[src/rtl/sensor_regs.svh]
`ifndef SENSOR_REGS_SVH
`define SENSOR_REGS_SVH

// ----------------------------------------
// clock and timing
// ----------------------------------------
`define CLK_MHZ           100
`define POWERUP_MS        11
`define MEAS_8_MS         20
`define MEAS_12_MS        80
`define MEAS_14_MS        320
`define MEAS_CYC(ms)      ((ms) * 1000 * `CLK_MHZ)

// ----------------------------------------
// command byte
// ----------------------------------------
`define ADDR_OK           3'h0
`define CMD_MEAS_T        5'h03
`define CMD_MEAS_H        5'h05
`define CMD_STAT_RD       5'h07
`define CMD_STAT_WR       5'h06
`define CMD_SOFT_RST      5'h1e
`define BITS_PER_BYTE     4'h8
`define CONN_RST_LAST     4'h8

// ----------------------------------------
// status register fields
// ----------------------------------------
`define STAT_RES_BIT      0
`define STAT_NORELOAD_BIT 1
`define STAT_HEAT_BIT     2
`define STAT_LOWSUP_BIT   6
`define STAT_RESET        3'h0
`define LOWSUP_RESET      1'b0

// ----------------------------------------
// checksum
// ----------------------------------------
`define CRC_POLY          8'h31
`define CRC_INIT          8'h00

`endif

[src/rtl/sensor_pkg.sv]
package sensor_pkg;

  typedef enum logic [2:0]
  {
    ST_IDLE  = 3'b000,
    ST_CMD   = 3'b001,
    ST_ACK   = 3'b010,
    ST_MEAS  = 3'b011,
    ST_TX    = 3'b100,
    ST_RX    = 3'b101,
    ST_RXACK = 3'b110
  } state_e;

  typedef logic [15:0] word_t;
  typedef logic [7:0]  byte_t;

endpackage

[src/rtl/sensor_serial_if.sv]
// Behaviour
// - command is address 000 plus code
// - acknowledge low from bit 8 to 9
// - humidity 00000101, temperature 00000011 commands
// - status read 00111, write 00110
// - soft reset restores status bits 0-2 to defaults, bit 6 kept
// - measurement ends within 20/80/320 ms
// - data pulled low signals result ready
// - result held until host reads it
// - two result bytes, optional checksum, acknowledged
// - results MSB first, right justified
// - missing acknowledge ends transfer early
// - return to sleep after readout
// - nine high clocks reset interface only
// - status and measurement reads carry an 8-bit checksum
// - exactly eight status bits moved
// - status bit 0 selects resolution
// - bit 6 low supply, updated per measurement
// - host bits sampled on rising clock
// - status bit 2 turns heater on
`timescale 1ns/1ps
`include "sensor_regs.svh"

module sensor_serial_if #(
  parameter int MEAS_8_CYC  = `MEAS_CYC(`MEAS_8_MS),
  parameter int MEAS_12_CYC = `MEAS_CYC(`MEAS_12_MS),
  parameter int MEAS_14_CYC = `MEAS_CYC(`MEAS_14_MS)
) (
  input  wire logic              clock,
  input  wire logic              reset_n,
  input  wire logic              sck,
  input  wire logic              data_in,
  output logic                   data_out,
  output logic                   data_oe,
  input  wire logic              low_supply,
  input  wire logic              adc_valid,
  output logic                   adc_ready,
  input  wire sensor_pkg::word_t adc_data,
  output logic                   conv_start,
  output logic                   conv_humid,
  output logic                   conv_low_res,
  output logic                   otp_reload,
  output logic                   heater_on
);
  import sensor_pkg::*;

  // ----------------------------------------
  // pin synchronisers and edges
  // ----------------------------------------
  logic        sck_s1_ff, sck_s2_ff, sck_d_ff;
  logic        dat_s1_ff, dat_s2_ff, dat_d_ff;
  logic        sup_s1_ff, sup_s2_ff;
  logic        sck_rise, sck_fall, dat_rise, dat_fall;

  always_ff @(posedge clock or negedge reset_n)
  begin
    if (!reset_n)
    begin
      {sck_s1_ff, sck_s2_ff, sck_d_ff} <= 3'h0;
      {dat_s1_ff, dat_s2_ff, dat_d_ff} <= 3'h7;
      {sup_s1_ff, sup_s2_ff}           <= 2'h0;
    end
    else
    begin
      {sck_s1_ff, sck_s2_ff, sck_d_ff} <= {sck, sck_s1_ff, sck_s2_ff};
      {dat_s1_ff, dat_s2_ff, dat_d_ff} <= {data_in, dat_s1_ff, dat_s2_ff};
      {sup_s1_ff, sup_s2_ff}           <= {low_supply, sup_s1_ff};
    end
  end

  assign sck_rise = sck_s2_ff & ~sck_d_ff;
  assign sck_fall = ~sck_s2_ff & sck_d_ff;
  assign dat_rise = dat_s2_ff & ~dat_d_ff;
  assign dat_fall = ~dat_s2_ff & dat_d_ff;

  // ----------------------------------------
  // declarations
  // ----------------------------------------
  state_e      st_ff;
  logic [3:0]  cnt_ff;
  byte_t       sh_ff;
  byte_t       cmd_ff;
  logic [1:0]  bi_ff;
  logic [1:0]  nb_ff;
  logic        ack_ok_ff;
  byte_t       crc_ff;
  word_t       res_ff;
  logic [24:0] tmr_ff;
  logic [2:0]  stat_ff;
  logic        lowsup_ff;
  logic [1:0]  strt_ph_ff;
  logic [3:0]  rst_cnt_ff;
  logic        start_hit, conn_rst, cmd_ok, meas_cmd, meas_done;
  logic        buf_valid, drive_low;
  word_t       buf_data, res_mask, masked;
  logic [24:0] meas_lim;
  byte_t       stat_byte, crc_rev, next_byte;

  // ----------------------------------------
  // start sequence and connection reset
  // ----------------------------------------
  always_ff @(posedge clock or negedge reset_n)
  begin
    if (!reset_n)
      strt_ph_ff <= 2'h0;
    else if (dat_fall && sck_s2_ff)
      strt_ph_ff <= 2'h1;
    else if (strt_ph_ff == 2'h1 && sck_fall)
      strt_ph_ff <= 2'h2;
    else if (strt_ph_ff == 2'h2 && sck_rise)
      strt_ph_ff <= 2'h3;
    else if (dat_rise || (strt_ph_ff == 2'h3 && sck_fall))
      strt_ph_ff <= 2'h0;
  end

  assign start_hit = (strt_ph_ff == 2'h3) && dat_rise && sck_s2_ff;

  always_ff @(posedge clock or negedge reset_n)
  begin
    if (!reset_n)
      rst_cnt_ff <= 4'h0;
    else if (sck_rise)
      rst_cnt_ff <= !dat_s2_ff ? 4'h0 :
                    (rst_cnt_ff == `CONN_RST_LAST) ? rst_cnt_ff : rst_cnt_ff + 4'h1;
  end

  assign conn_rst = sck_rise && dat_s2_ff && (rst_cnt_ff == `CONN_RST_LAST);

  // ----------------------------------------
  // command decode and measurement result
  // ----------------------------------------
  assign cmd_ok = (sh_ff[7:5] == `ADDR_OK) &&
                  (sh_ff[4:0] == `CMD_MEAS_T || sh_ff[4:0] == `CMD_MEAS_H ||
                   sh_ff[4:0] == `CMD_STAT_RD || sh_ff[4:0] == `CMD_STAT_WR ||
                   sh_ff[4:0] == `CMD_SOFT_RST);
  assign meas_cmd = (cmd_ff[4:0] == `CMD_MEAS_T) || (cmd_ff[4:0] == `CMD_MEAS_H);

  always_comb
  begin
    if (cmd_ff[4:0] == `CMD_MEAS_H)
    begin
      meas_lim = stat_ff[`STAT_RES_BIT] ? 25'(MEAS_8_CYC) : 25'(MEAS_12_CYC);
      res_mask = stat_ff[`STAT_RES_BIT] ? 16'h00ff : 16'h0fff;
    end
    else
    begin
      meas_lim = stat_ff[`STAT_RES_BIT] ? 25'(MEAS_12_CYC) : 25'(MEAS_14_CYC);
      res_mask = stat_ff[`STAT_RES_BIT] ? 16'h0fff : 16'h3fff;
    end
  end

  assign meas_done = (st_ff == ST_MEAS) && (buf_valid || tmr_ff == meas_lim);
  assign masked    = buf_valid ? (buf_data & res_mask) : 16'h0000;
  assign stat_byte = {1'b0, lowsup_ff, 3'h0, stat_ff};
  assign crc_rev   = {<<{crc_ff}};

  always_comb
  begin
    if (!meas_cmd || bi_ff == 2'h1)
      next_byte = crc_rev;
    else
      next_byte = res_ff[7:0];
  end

  two_entry_buffer #(
    .WIDTH     (16)
  ) u_result_buf (
    .clock     (clock),
    .reset_n   (reset_n),
    .in_valid  (adc_valid),
    .in_ready  (adc_ready),
    .in_data   (adc_data),
    .out_valid (buf_valid),
    .out_ready (st_ff == ST_MEAS),
    .out_data  (buf_data)
  );

  function automatic byte_t crc_step(byte_t c, logic b);
    crc_step = {c[6:0], 1'b0} ^ ((c[7] ^ b) ? `CRC_POLY : 8'h00);
  endfunction

  // ----------------------------------------
  // transfer state machine
  // ----------------------------------------
  always_ff @(posedge clock or negedge reset_n)
  begin
    if (!reset_n)
    begin
      st_ff     <= ST_IDLE;
      cnt_ff    <= 4'h0;
      sh_ff     <= 8'h00;
      cmd_ff    <= 8'h00;
      bi_ff     <= 2'h0;
      nb_ff     <= 2'h0;
      ack_ok_ff <= 1'b0;
      crc_ff    <= `CRC_INIT;
      res_ff    <= 16'h0000;
      tmr_ff    <= 25'h000_0000;
    end
    else if (conn_rst)
    begin
      st_ff  <= ST_IDLE;
      cnt_ff <= 4'h0;
    end
    else
    begin
      case (st_ff)
        ST_IDLE:
          if (start_hit)
          begin
            st_ff  <= ST_CMD;
            cnt_ff <= 4'h0;
            crc_ff <= `CRC_INIT;
          end
        ST_CMD:
          if (sck_rise && cnt_ff != `BITS_PER_BYTE)
          begin
            sh_ff  <= {sh_ff[6:0], dat_s2_ff};
            crc_ff <= crc_step(crc_ff, dat_s2_ff);
            cnt_ff <= cnt_ff + 4'h1;
          end
          else if (sck_fall && cnt_ff == `BITS_PER_BYTE)
          begin
            cmd_ff <= sh_ff;
            st_ff  <= cmd_ok ? ST_ACK : ST_IDLE;
          end
        ST_ACK:
          if (sck_fall)
          begin
            cnt_ff <= 4'h0;
            bi_ff  <= 2'h0;
            tmr_ff <= 25'h000_0000;
            if (meas_cmd)
              st_ff <= ST_MEAS;
            else if (cmd_ff[4:0] == `CMD_STAT_RD)
            begin
              st_ff <= ST_TX;
              sh_ff <= stat_byte;
              nb_ff <= 2'h2;
            end
            else if (cmd_ff[4:0] == `CMD_STAT_WR)
              st_ff <= ST_RX;
            else
              st_ff <= ST_IDLE;
          end
        ST_MEAS:
          if (meas_done)
          begin
            res_ff <= masked;
            sh_ff  <= masked[15:8];
            st_ff  <= ST_TX;
            nb_ff  <= 2'h3;
          end
          else
            tmr_ff <= tmr_ff + 25'h000_0001;
        ST_TX:
          if (sck_fall && cnt_ff != `BITS_PER_BYTE)
          begin
            crc_ff <= crc_step(crc_ff, sh_ff[7]);
            sh_ff  <= {sh_ff[6:0], 1'b0};
            cnt_ff <= cnt_ff + 4'h1;
          end
          else if (sck_rise && cnt_ff == `BITS_PER_BYTE)
            ack_ok_ff <= !dat_s2_ff;
          else if (sck_fall && cnt_ff == `BITS_PER_BYTE)
          begin
            if (ack_ok_ff && (bi_ff + 2'h1) != nb_ff)
            begin
              sh_ff  <= next_byte;
              bi_ff  <= bi_ff + 2'h1;
              cnt_ff <= 4'h0;
            end
            else
              st_ff <= ST_IDLE;
          end
        ST_RX:
          if (sck_rise && cnt_ff != `BITS_PER_BYTE)
          begin
            sh_ff  <= {sh_ff[6:0], dat_s2_ff};
            cnt_ff <= cnt_ff + 4'h1;
          end
          else if (sck_fall && cnt_ff == `BITS_PER_BYTE)
            st_ff <= ST_RXACK;
        ST_RXACK:
          if (sck_fall)
            st_ff <= ST_IDLE;
        default:
          st_ff <= ST_IDLE;
      endcase
    end
  end

  // ----------------------------------------
  // status register
  // ----------------------------------------
  always_ff @(posedge clock or negedge reset_n)
  begin
    if (!reset_n)
    begin
      stat_ff   <= `STAT_RESET;
      lowsup_ff <= `LOWSUP_RESET;
    end
    else
    begin
      if (st_ff == ST_ACK && sck_fall && cmd_ff[4:0] == `CMD_SOFT_RST)
        stat_ff <= `STAT_RESET;
      else if (st_ff == ST_RXACK && sck_fall)
        stat_ff <= sh_ff[2:0];
      if (meas_done)
        lowsup_ff <= sup_s2_ff;
    end
  end

  // ----------------------------------------
  // pin and converter outputs
  // ----------------------------------------
  assign drive_low = (st_ff == ST_ACK) || (st_ff == ST_RXACK) ||
                     (st_ff == ST_TX && cnt_ff != `BITS_PER_BYTE && !sh_ff[7]);

  always_ff @(posedge clock or negedge reset_n)
  begin
    if (!reset_n)
    begin
      data_oe      <= 1'b0;
      data_out     <= 1'b1;
      conv_start   <= 1'b0;
      conv_humid   <= 1'b0;
      conv_low_res <= 1'b0;
      otp_reload   <= 1'b0;
      heater_on    <= 1'b0;
    end
    else
    begin
      data_oe      <= drive_low;
      data_out     <= ~drive_low;
      conv_start   <= (st_ff == ST_ACK) && sck_fall && meas_cmd;
      conv_humid   <= (cmd_ff[4:0] == `CMD_MEAS_H);
      conv_low_res <= stat_ff[`STAT_RES_BIT];
      otp_reload   <= (st_ff == ST_ACK) && sck_fall && meas_cmd &&
                      !stat_ff[`STAT_NORELOAD_BIT];
      heater_on    <= stat_ff[`STAT_HEAT_BIT];
    end
  end
endmodule

[src/rtl/two_entry_buffer.sv]
`timescale 1ns/1ps

module two_entry_buffer #(
  parameter int WIDTH = 16
) (
  input  wire logic             clock,
  input  wire logic             reset_n,
  input  wire logic             in_valid,
  output logic                  in_ready,
  input  wire logic [WIDTH-1:0] in_data,
  output logic                  out_valid,
  input  wire logic             out_ready,
  output logic      [WIDTH-1:0] out_data
);

  logic [WIDTH-1:0] mem_ff [2];
  logic             wr_ptr_ff;
  logic             rd_ptr_ff;
  logic [1:0]       cnt_ff;
  logic [1:0]       nxt_cnt;
  logic             in_ready_ff;
  logic             push;
  logic             pop;

  assign push      = in_valid & in_ready_ff;
  assign pop       = out_valid & out_ready;
  assign out_valid = (cnt_ff != 2'h0);
  assign out_data  = mem_ff[rd_ptr_ff];
  assign in_ready  = in_ready_ff;

  always_comb
  begin
    nxt_cnt = cnt_ff;
    if (push && !pop)
      nxt_cnt = cnt_ff + 2'h1;
    else if (pop && !push)
      nxt_cnt = cnt_ff - 2'h1;
  end

  always_ff @(posedge clock or negedge reset_n)
  begin
    if (!reset_n)
    begin
      wr_ptr_ff   <= 1'b0;
      rd_ptr_ff   <= 1'b0;
      cnt_ff      <= 2'h0;
      in_ready_ff <= 1'b1;
    end
    else
    begin
      if (push)
        wr_ptr_ff <= ~wr_ptr_ff;
      if (pop)
        rd_ptr_ff <= ~rd_ptr_ff;
      cnt_ff      <= nxt_cnt;
      in_ready_ff <= (nxt_cnt != 2'h2);
    end
  end

  always_ff @(posedge clock)
  begin
    if (push)
      mem_ff[wr_ptr_ff] <= in_data;
  end

endmodule
[config.mk]
export PLATFORM = sky130hd
export DESIGN_NAME = sensor_serial_if
export DESIGN_NICKNAME = d
export VERILOG_FILES = /design/src/rtl/sensor_pkg.sv /design/src/rtl/sensor_serial_if.sv /design/src/rtl/two_entry_buffer.sv
export VERILOG_INCLUDE_DIRS = /design/src /design/src/rtl
export SDC_FILE = /design/constraint.sdc
export NUM_CORES = 1
export LEC_CHECK = 0
export ABC_AREA = 1
export BUFFER_PORTS_ARGS = -buffer_cell sky130_fd_sc_hd__buf_2
export CAP_MARGIN = 20
export CORE_UTILIZATION = 62
export DETAILED_ROUTE_END_ITERATION = 10
export PLACE_DENSITY = 0.92
export SLEW_MARGIN = 20
export SYNTH_ARGS = -nofsm -noshare
export SYNTH_HDL_FRONTEND = slang
export SYNTH_SLANG_ARGS = --single-unit
[constraint.sdc]
create_clock -name clock -period 3.05 [get_ports clock]
set_input_delay 0.1525 -clock clock [delete_from_list [all_inputs] [get_ports clock]]
set_output_delay 0.1525 -clock clock [all_outputs]
set_load 0.03 [all_outputs]
======== Yosys cells after proc, flatten, opt, wreduce, memory -nomap -nowiden ========
Memory sizes are Yosys's and may differ from the RTL's.
Index checks and enable logic that the tools add are counted.
operators by class
  add/subtract/negate cells ............... 6
  equal/unequal tests ..................... 59
  muxes and demuxes ....................... 77
  bitwise logic cells ..................... 21
  reduce and logical (&&, ||, !) cells .... 62
operators with widths
  operator               count
  $mux 8                 13
  $mux 25                4
  $mux 3                 18
  $pmux 25 s2            1
  $ne 3x3->1 const B     15
  $mux 4                 10
  $mux 2                 16
  $pmux 8 s4             1
  $eq 5x3->1 const B     6
  $mux 14                2
  $ne 2x2->1 const B     14
  $add 25x1->25 const B  1
  $eq 25x25->1           1
  $logic_and 1x1->1      24
  $pmux 8 s3             1
  $mux 23                1
  $pmux 3 s7             1
  $and 16x16->16         1
  $mux 16                1
  $ne 4x4->1 const B     4
  $pmux 4 s4             1
  $xor 8x6->8            2
  $reduce_and 7->1       2
  $mux 12                1
  35 further kinds       84
storage, ports and cells
  register bits ........................... 96
  RAM bits ................................ 32
  bits of input ports ..................... 22
  output and inout bits ................... 8
  word-level logic and storage cells ...... 259
  memories ................................ 1
memory list
  memory               words  width  rd ports  clocked after memory_dff  wr ports  RTL line                RTL
  u_result_buf.mem_ff  2      16     1         0                         1         two_entry_buffer.sv:16  logic [WIDTH-1:0] mem_ff [2];

======== Longest topological paths before layout ========
Gate-level depths: netlist of run 1.
  depth in word-level cells ............... 11
  gate-level depth with buffers ........... 19
  depth with buffers taken out ............ 18

======== Cells and area by module ========
A second synthesis of run 1 with hierarchy kept.
unflattened totals
  cells, all modules ...................... 832
  area, all modules ....................... 6,752.7 um^2
modules (own cells, without submodules)
  module            times used  cells each  area each (um^2)  sequential area each (um^2)
  sensor_serial_if  1           717         5,303.8           2,282.2
  two_entry_buffer  1           115         1,448.9           1,087.3

======== Least setup slack after synthesis of run 1 ========
Ideal clock, no wire load.
  kind .................................... register -> register
  from .................................... register cmd_ff[4]
  to ...................................... register tmr_ff[22]
  library setup time ...................... 0.121 ns
  data arrival time ....................... 2.058 ns
  required time ........................... 2.929 ns
  setup slack ............................. 0.871 ns
  stages on the path, launching flop included .. 18
  buffers on the path ..................... 2
  clock period less this slack ............ 2.179 ns
  cells stage by stage .................... dfrtp_1 nor2_1 nand2_1 nor2_1 inv_2 ha_1 nor2_1 nand2_1 nand2_1 nand2_1 nor2_1 nand2_1 nand3_2 nand2_2 nand2_2 buf_6 buf_4 o21ai_1
on the way
  cells in the longest elaborated chain, start to end .. 7
RTL lines
  item                               RTL line                 RTL
  start: declaration                 sensor_serial_if.sv:82   byte_t cmd_ff;
  start signal: assignment           sensor_serial_if.sv:192  cmd_ff <= 8'h00;
  start signal: assignment           sensor_serial_if.sv:224  cmd_ff <= sh_ff;
  $eq 5x3->1 (no source line)        --
  $mux 25                            sensor_serial_if.sv:140  if (cmd_ff[4:0] == `CMD_MEAS_H)
  $eq 25x25->1                       sensor_serial_if.sv:152  assign meas_done = (st_ff == ST_MEAS) && (buf_valid || tmr_ff == meas_lim);
  $logic_or 1x1->1                   sensor_serial_if.sv:152
  $logic_and 1x1->1                  sensor_serial_if.sv:152
  $ne 2x2->1 (no source line)        --
  $reduce_and 4->1 (no source line)  --
  end signal: assignment             sensor_serial_if.sv:255  tmr_ff <= tmr_ff + 25'h000_0001;
  end: declaration                   sensor_serial_if.sv:88   logic [24:0] tmr_ff;
No other way between the ends.
A chain may end at the register's enable or synchronous reset.

======== Final worst setup path of run 1 ========
  from .................................... register cmd_ff[4]
  to ...................................... register tmr_ff[15]
The elaborated chain is that of the path after synthesis.

==> results of run 1 <==
cells in the mapped netlist (5+ instances only):
library cell	count
nand2_1	208
nor2_1	92
dfrtp_1	91
inv_1	68
nand3_1	62
o21ai_1	49
o21ai_0	38
edfxtp_1	28
a21oi_1	26
xor2_1	19
nor3_1	17
or2_2	14
inv_2	13
ha_1	10
nand4_1	9
buf_2	8
nor2_2	7
buf_4	5
clkbuf_1	5
dfstp_2	5
layout make-up:
type                    instances  area, µm²  share of cell area
flip-flops and latches        124       3249              0.4315
multi-input cells             585       2851              0.3787
clock buffers                  19      421.7             0.05600
repair buffers                 53      392.9             0.05218
inverters                      81      304.0             0.04038
well taps                     136      170.2             0.02260
clock inverters                13      140.1             0.01861
per-stage QoR:
| stage | power, mW | cell area [µm²] | std cells | utilization |
|---|---|---|---|---|
| 2_1_floorplan | 3.820 | 6546 | 812 | - |
| 3_3_place_gp | 4.134 | 6778 | 960 | 0.6595 |
| 3_5_place_dp | 4.213 | 6778 | 960 | 0.6595 |
| 4_1_cts | 6.199 | 7530 | 1011 | 0.7327 |
| 5_1_grt | 6.612 | 7530 | 1011 | 0.7327 |
| 6_report | 6.254 | 7530 | 1011 | 0.7327 |
cell families after synthesis:
kind of cell	count (synthesis)	synth area share
buffers and inverters	103	0.06804
AO/OA/AOI/OAI	126	0.1015
flip-flops	124	0.4964
AND/OR/NAND/NOR	426	0.2838
multiplexers	1	0.001720
adder cells (fa/ha/maj)	10	0.01911
XOR/XNOR	22	0.02944
layer usage:
metal,GRT usage,routed length [µm],vias up
met5,0,0,-
met2,0.4816,7507,250
met1,0.3899,6470,2636
met3,0.07112,1065,29
met4,0.1288,331,0
li1,-,-,2765
worst paths after layout:
kind / start / to / slack, ns / cells past startpoint
max: cmd_ff[4]$_DFFE_PN0P_ / tmr_ff[15]$_DFFE_PN0P_ / 0.47 / 17
max reg2reg: cmd_ff[4]$_DFFE_PN0P_ / tmr_ff[15]$_DFFE_PN0P_ / 0.47 / 17
min: reset_n / tmr_ff[2]$_DFFE_PN0P_ / 0.18 / 2
min reg2reg: sck_s1_ff$_DFF_PN0_ / sck_s2_ff$_DFF_PN0_ / 0.35 / 0
max in group asynchronous: reset_n / data_out$_DFF_PN1_ / 2.05 / 3
min in group clock: data_in / dat_s1_ff$_DFF_PN1_ / 0.26 / 2
worst max-delay path: cells and delay by family (launching register included):
family	cells	cell delay [ns]
compound gates	1	0.13
fa+ha+maj	1	0.27
buf+inv	2	0.29
flops	1	0.39
simple gates	13	1.40
repair_timing:
action | CTS | global route
hold buffers | 19 | 0
resized for setup | 0 | 0
hold endpoints to repair | 79 | 0
state kept, by name (all words and copies together) (netlist names), 2 cells and up:
register,count
stat_ff,3
bi_ff,2
rst_cnt_ff,4
crc_ff,8
sh_ff,8
strt_ph_ff,2
st_ff,3
cnt_ff,4
res_ff,8
tmr_ff,25
u_result_buf.mem_ff,28
nb_ff,2
cmd_ff,5
u_result_buf.cnt_ff,2
cells in the final DEF, fill, tap and decap left out, types with 9 or more instances in the layout:
cell type and n:
nand2_1 208, nor2_1 92, dfrtp_1 91, inv_1 68, nand3_1 62, o21ai_1 49, o21ai_0 38, edfxtp_1 28
a21oi_1 26, buf_2 26, xor2_1 19, dlygate4sd3_1 19, nor3_1 17, clkbuf_16 16, or2_2 14, inv_2 13
ha_1 10, nand4_1 9
power breakdown:
part	switching (mW)	internal, mW	leakage, nW
combinational	1.35	0.628	1.59
sequential	0.267	2.07	1.53
clock	0.777	1.17	0.268
==> impl_metrics.tcl, run 1 <==
set metrics [dict create \
    crit_path_start_kind "flip-flop" \
    async_flop_share 0.7742 \
    worstPathMaxFanout 47 \
    clkSlewWorstSetupHoldPaths_ns 0.06 \
    p_leak_nw 3.391 \
    synth_nets 844 \
    place.gp.congestion 0.9507 \
    n_fill_cell 726 \
    synth.top_cell.area_share 0.3479 \
    worst_pin_slew_ns 0.6527 \
    ys_ff_latch 124 \
    worstHoldPathType "primary input to async pin" \
    cts_sinks 124 \
    setup_viol 0 \
    max_cap_violations 0 \
    finalWorstSetupSlack_ns 0.4749 \
    period_needed_ns 2.575 \
    synth_cells 812 \
    grt_pass1_vias 5258 \
    grt_pass1_wl_um 25230 \
    via_count 5680 \
    seq_area_frac_synth 0.4964 \
    ios 30 \
    antenna_found_initial 0 \
    post_cts_buffers 0 \
    port_buffers 27 \
    clock_skew_ns 0.009731 \
    place_ws_ns 0.5779 \
    root_buffer "clkbuf_8" \
    setup_tns_ns 0 \
    grt_usage 0.2995 \
    powerDensity_mw_per_mm2 830.6 \
    rsz0062_at_grt "no" \
    clk_latency_ns 0.54 \
    vias_per_cell 5.618 \
    crit_path_max_incr_delay_ns 0.39 \
    ir_drop_v 0.0007809 \
    die_h_um 104.8 \
    wl_um 15380 \
    slew_headroom 0.5648 \
    critPathKind "flip-flop to flip-flop" \
    drt_iter0_drc 560 \
    grt_overflow 0 \
    drc_errors 0 \
    synthesis.area_mm2 0.006546 \
    wire_per_inst_um 15.21 \
    cp-end-kind "flip-flop" \
    synth_area_leader_cell "dfrtp_1" \
    die_area_mm2 0.01097 \
    hold_viol_final 0 \
    synth_edf_count 28 \
    drtAntennaViolNets 0 \
    htree_num_levels 4 \
    start_util 0.6370 \
    yosys-top-cells-area "dfrtp_1 35%, edfxtp_1 13%, nand2_1 12%" \
    hold-worst-slack_ns 0.1830 \
    cts_made_buffers 17 \
    grt_start_max_net_pins 52 \
    drive_above_1_share 0.1303 \
    nets 894 \
    ys.flop_type "dfrtp_1" \
    cpMostUsedCell "nand2_1" \
    fmax_mhz 388.3 \
    clockBufferDepth 2 \
    slew_violations 0 \
    layout_worst_path_cycle_share 0.8443 \
    rows 37 \
    n_antenna_cell 0 \
    firstDrtPassIters 8 \
    arrival_ns 3.03 \
    ys_types 40 \
    status "complete, no violations" \
    crit_slowest_cell "dfrtp_1" \
    hpwl_um 9711 \
    die_w_um 104.8 \
    ys_warn_count 0 \
    avgSynthCellArea_um2 8.062 \
    required_ns 3.50 \
    syn_to_final_growth_pct 15.02 \
    cts_tree "done" \
    crit_chain "nor2_1 > nand2_1 > nor2_1 > inv_2 > ha_1 > nand2_1 > nand2_1 > nor2_1 > nand2_1 > nor2_1 > nand2_1 > nand3_2 > nand2_2 > nand2_2 > buf_12 > nand2_1 > o21ai_1" \
    coreArea_mm2 0.01028 \
]
Note: power is estimated with default switching activity, not from simulation.
==> run 2: changes to the inputs <==
- ABC_AREA: 1 -> 0
- CORE_UTILIZATION: 62 -> 55
- PLACE_DENSITY: 0.92 -> 0.88
- clock period: 3.05 -> 2.3 ns (I/O delays scaled with it)
==> run 2 against run 1 <==
Net effect:
- the run now ends with setup timing left
- critical path depth down 4
- register-to-register slack got worse by 1.7 ns
- clock-buffer cell count is 2 lower
- utilization up 5.0 points
- cell count down 15%
- hold slack lost 0.11 ns
- critical path type unchanged
- critical endpoint is now res_ff[5]$_DFFE_PN0P_
- largest power group unchanged
- highest routed layer unchanged
==> impl_metrics.tcl, run 2 <==
set metrics [dict create \
    period_needed_ns 3.534 \
    n_fill_cell 598 \
    via_count 5366 \
    ys.flop_type "dfrtp_1" \
    grt_overflow 0 \
    p_leak_nw 3.573 \
    grt_usage 0.3184 \
    status "finished with violations" \
    ys_types 59 \
    yosysMostFrequentCell "dfrtp_1" \
    ir_drop_v 0.0009301 \
    total_power_mw 8.243 \
    antenna_found_initial 0 \
    rsz0062_at_grt "yes" \
    layout_worst_path_cycle_share 1.537 \
    clkSlewWorstSetupHoldPaths_ns 0.07 \
    worstPathMaxFanout 8 \
    drtAntennaViolNets 0 \
    async_flop_share 0.7742 \
    cts_sinks 124 \
    ys_ff_latch 124 \
    port_buffers 27 \
    fmax_mhz 282.9 \
    slew_violations 0 \
    die_area_mm2 0.01136 \
    cp-end-kind "flip-flop" \
    final_common_cell "buf_4" \
    rows 37 \
    clockBufferDepth 2 \
    synth_edf_count 28 \
    layout.cells.non_filler 857 \
    ys_warn_count 0 \
    coreArea_mm2 0.01046 \
    crit_path_start_kind "flip-flop" \
    n_antenna_cell 0 \
    hold_viol_final 0 \
    synth.top_cell.area_share 0.3784 \
    place.gp.congestion 0.9384 \
    drc_errors 0 \
    critPathKind "flip-flop to flip-flop" \
    seqCellArea_mm2 0.003253 \
    synth.top_cells.by_count "91 x dfrtp_1, 53 x nand2_1, 46 x nor2_1, 34 x o21ai_0" \
    synth_cells 561 \
    hold-worst-slack_ns 0.07063 \
    wire_per_inst_um 21.04 \
    finalWorstSetupSlack_ns -1.234 \
    synth_nets 593 \
    seq_area_frac_synth 0.5399 \
    cts_tree "done" \
    ios 30 \
    synth_area_leader_cell "dfrtp_1" \
    yosys-top-cells-area "dfrtp_1 38%, edfxtp_1 14%, mux2i_1 4.7%" \
    dp_cells 784 \
    grt_pass1_vias 5530 \
    grt_start_max_net_pins 62 \
    grt_pass1_wl_um 27370 \
    root_buffer "clkbuf_8" \
    worstHoldPathType "primary input to async pin" \
    arrival_ns 3.94 \
    max_cap_violations 0 \
    firstDrtPassIters 6 \
    cts_made_buffers 17 \
    largest_reg_flops 28 \
    drt_iter0_drc 616 \
    syn_to_final_growth_pct 36.11 \
    start_util 0.5752 \
    avgSynthCellArea_um2 10.73 \
    clock_skew_ns 0.01007 \
    synthesis.area_mm2 0.006018 \
    die_h_um 106.6 \
    final_cell_mix "90 x buf_4, 88 x dfrtp_1, 52 x nand2_1" \
    slew_headroom 0.5377 \
    vias_per_cell 6.261 \
    nets 740 \
    powerDensity_mw_per_mm2 1006 \
    setup_viol 26 \
    wl_um 18030 \
    violations "setup timing" \
    worst_pin_slew_ns 0.6934 \
    hpwl_um 10610 \
    r2r_cells 13 \
    drive_above_1_share 0.3218 \
    multiInputGateArea_mm2 0.002919 \
    place_ws_ns -1.167 \
    setup_tns_ns -30.28 \
    die_w_um 106.6 \
    reg2reg_setup_slack_ns -1.23 \
    required_ns 2.71 \
    top_regs "u_result_buf.mem_ff (28), tmr_ff (25)" \
    htree_num_levels 4 \
    clk_latency_ns 0.54 \
    top_register "u_result_buf.mem_ff" \
]
run 2: cell type report:
cell class | instances | area share
Tap cell | 136 | 0.02077
Clock inverter | 15 | 0.02108
Timing Repair Buffer | 148 | 0.1440
Sequential cell | 124 | 0.3971
Inverter | 22 | 0.01008
Clock buffer | 17 | 0.05056
Multi-Input combinational cell | 395 | 0.3563
run 2: what timing repair did:
action                                  CTS  global route
resized for setup                        17            38
hold buffers                             19             0
endpoints found under the setup margin   26            47
pin swaps                                 6            16
cloned                                    0             0
setup buffers                             5            19
hold endpoints to repair                 82             0
run 2: logic make-up after synthesis:
logic type | share of synthesized area
multiplexers | 0.08025
AO/OA/AOI/OAI | 0.1191
AND/OR/NAND/NOR | 0.1730
flip-flops | 0.5399
buffers and inverters | 0.02620
XOR/XNOR | 0.04075
adder cells (fa/ha/maj) | 0.02079
run 2: layer usage:
layer,track usage,wire length (µm)
met1,0.3611,6523
met2,0.5410,9444
met3,0.07842,1120
met4,0.1947,942
met5,0,0
run 2: through the flow:
| stage | util | cell area [µm²] |
|---|---|---|
| final | 0.7829 | 8192 |
| after CTS | 0.7493 | 7840 |
| after global placement | 0.6628 | 6934 |
| after global routing | 0.7829 | 8192 |
| after floorplan | - | 6076 |
| after detailed placement | 0.6628 | 6934 |
run 2: path summary, 6_finish.rpt:
path                                            start               endpoint
worst max-delay path            cmd_ff[4]$_DFFE_PN0P_  res_ff[5]$_DFFE_PN0P_
worst min-delay path                          reset_n      data_oe$_DFF_PN0_
worst max register to register  cmd_ff[4]$_DFFE_PN0P_  res_ff[5]$_DFFE_PN0P_
worst min register to register    sck_s1_ff$_DFF_PN0_    sck_s2_ff$_DFF_PN0_
max in group asynchronous                     reset_n    dat_s2_ff$_DFF_PN1_
min in group clock                         low_supply    sup_s1_ff$_DFF_PN0_
run 2: power by group:
| group | switching [mW] | internal (mW) | leakage (nW) |
|---|---|---|---|
| Combinational | 1.56 | 1.15 | 1.75 |
| Clock | 1.23 | 1.41 | 0.285 |
| Sequential | 0.276 | 2.62 | 1.54 |
| Total | 3.07 | 5.18 | 3.57 |
run 2: worst max-delay path, stage by stage, from the launching register on:
cell and delay (ns):
dfrtp_1 0.38, or3b_4 0.40, or3b_4 0.40, ha_4 0.17, or4bb_1 0.49, a222oi_1 0.39, nand4_1 0.22, buf_4 0.19
buf_6 0.12, a21oi_4 0.13, buf_6 0.15, buf_12 0.11, nand2_8 0.09, o2bb2ai_2 0.15
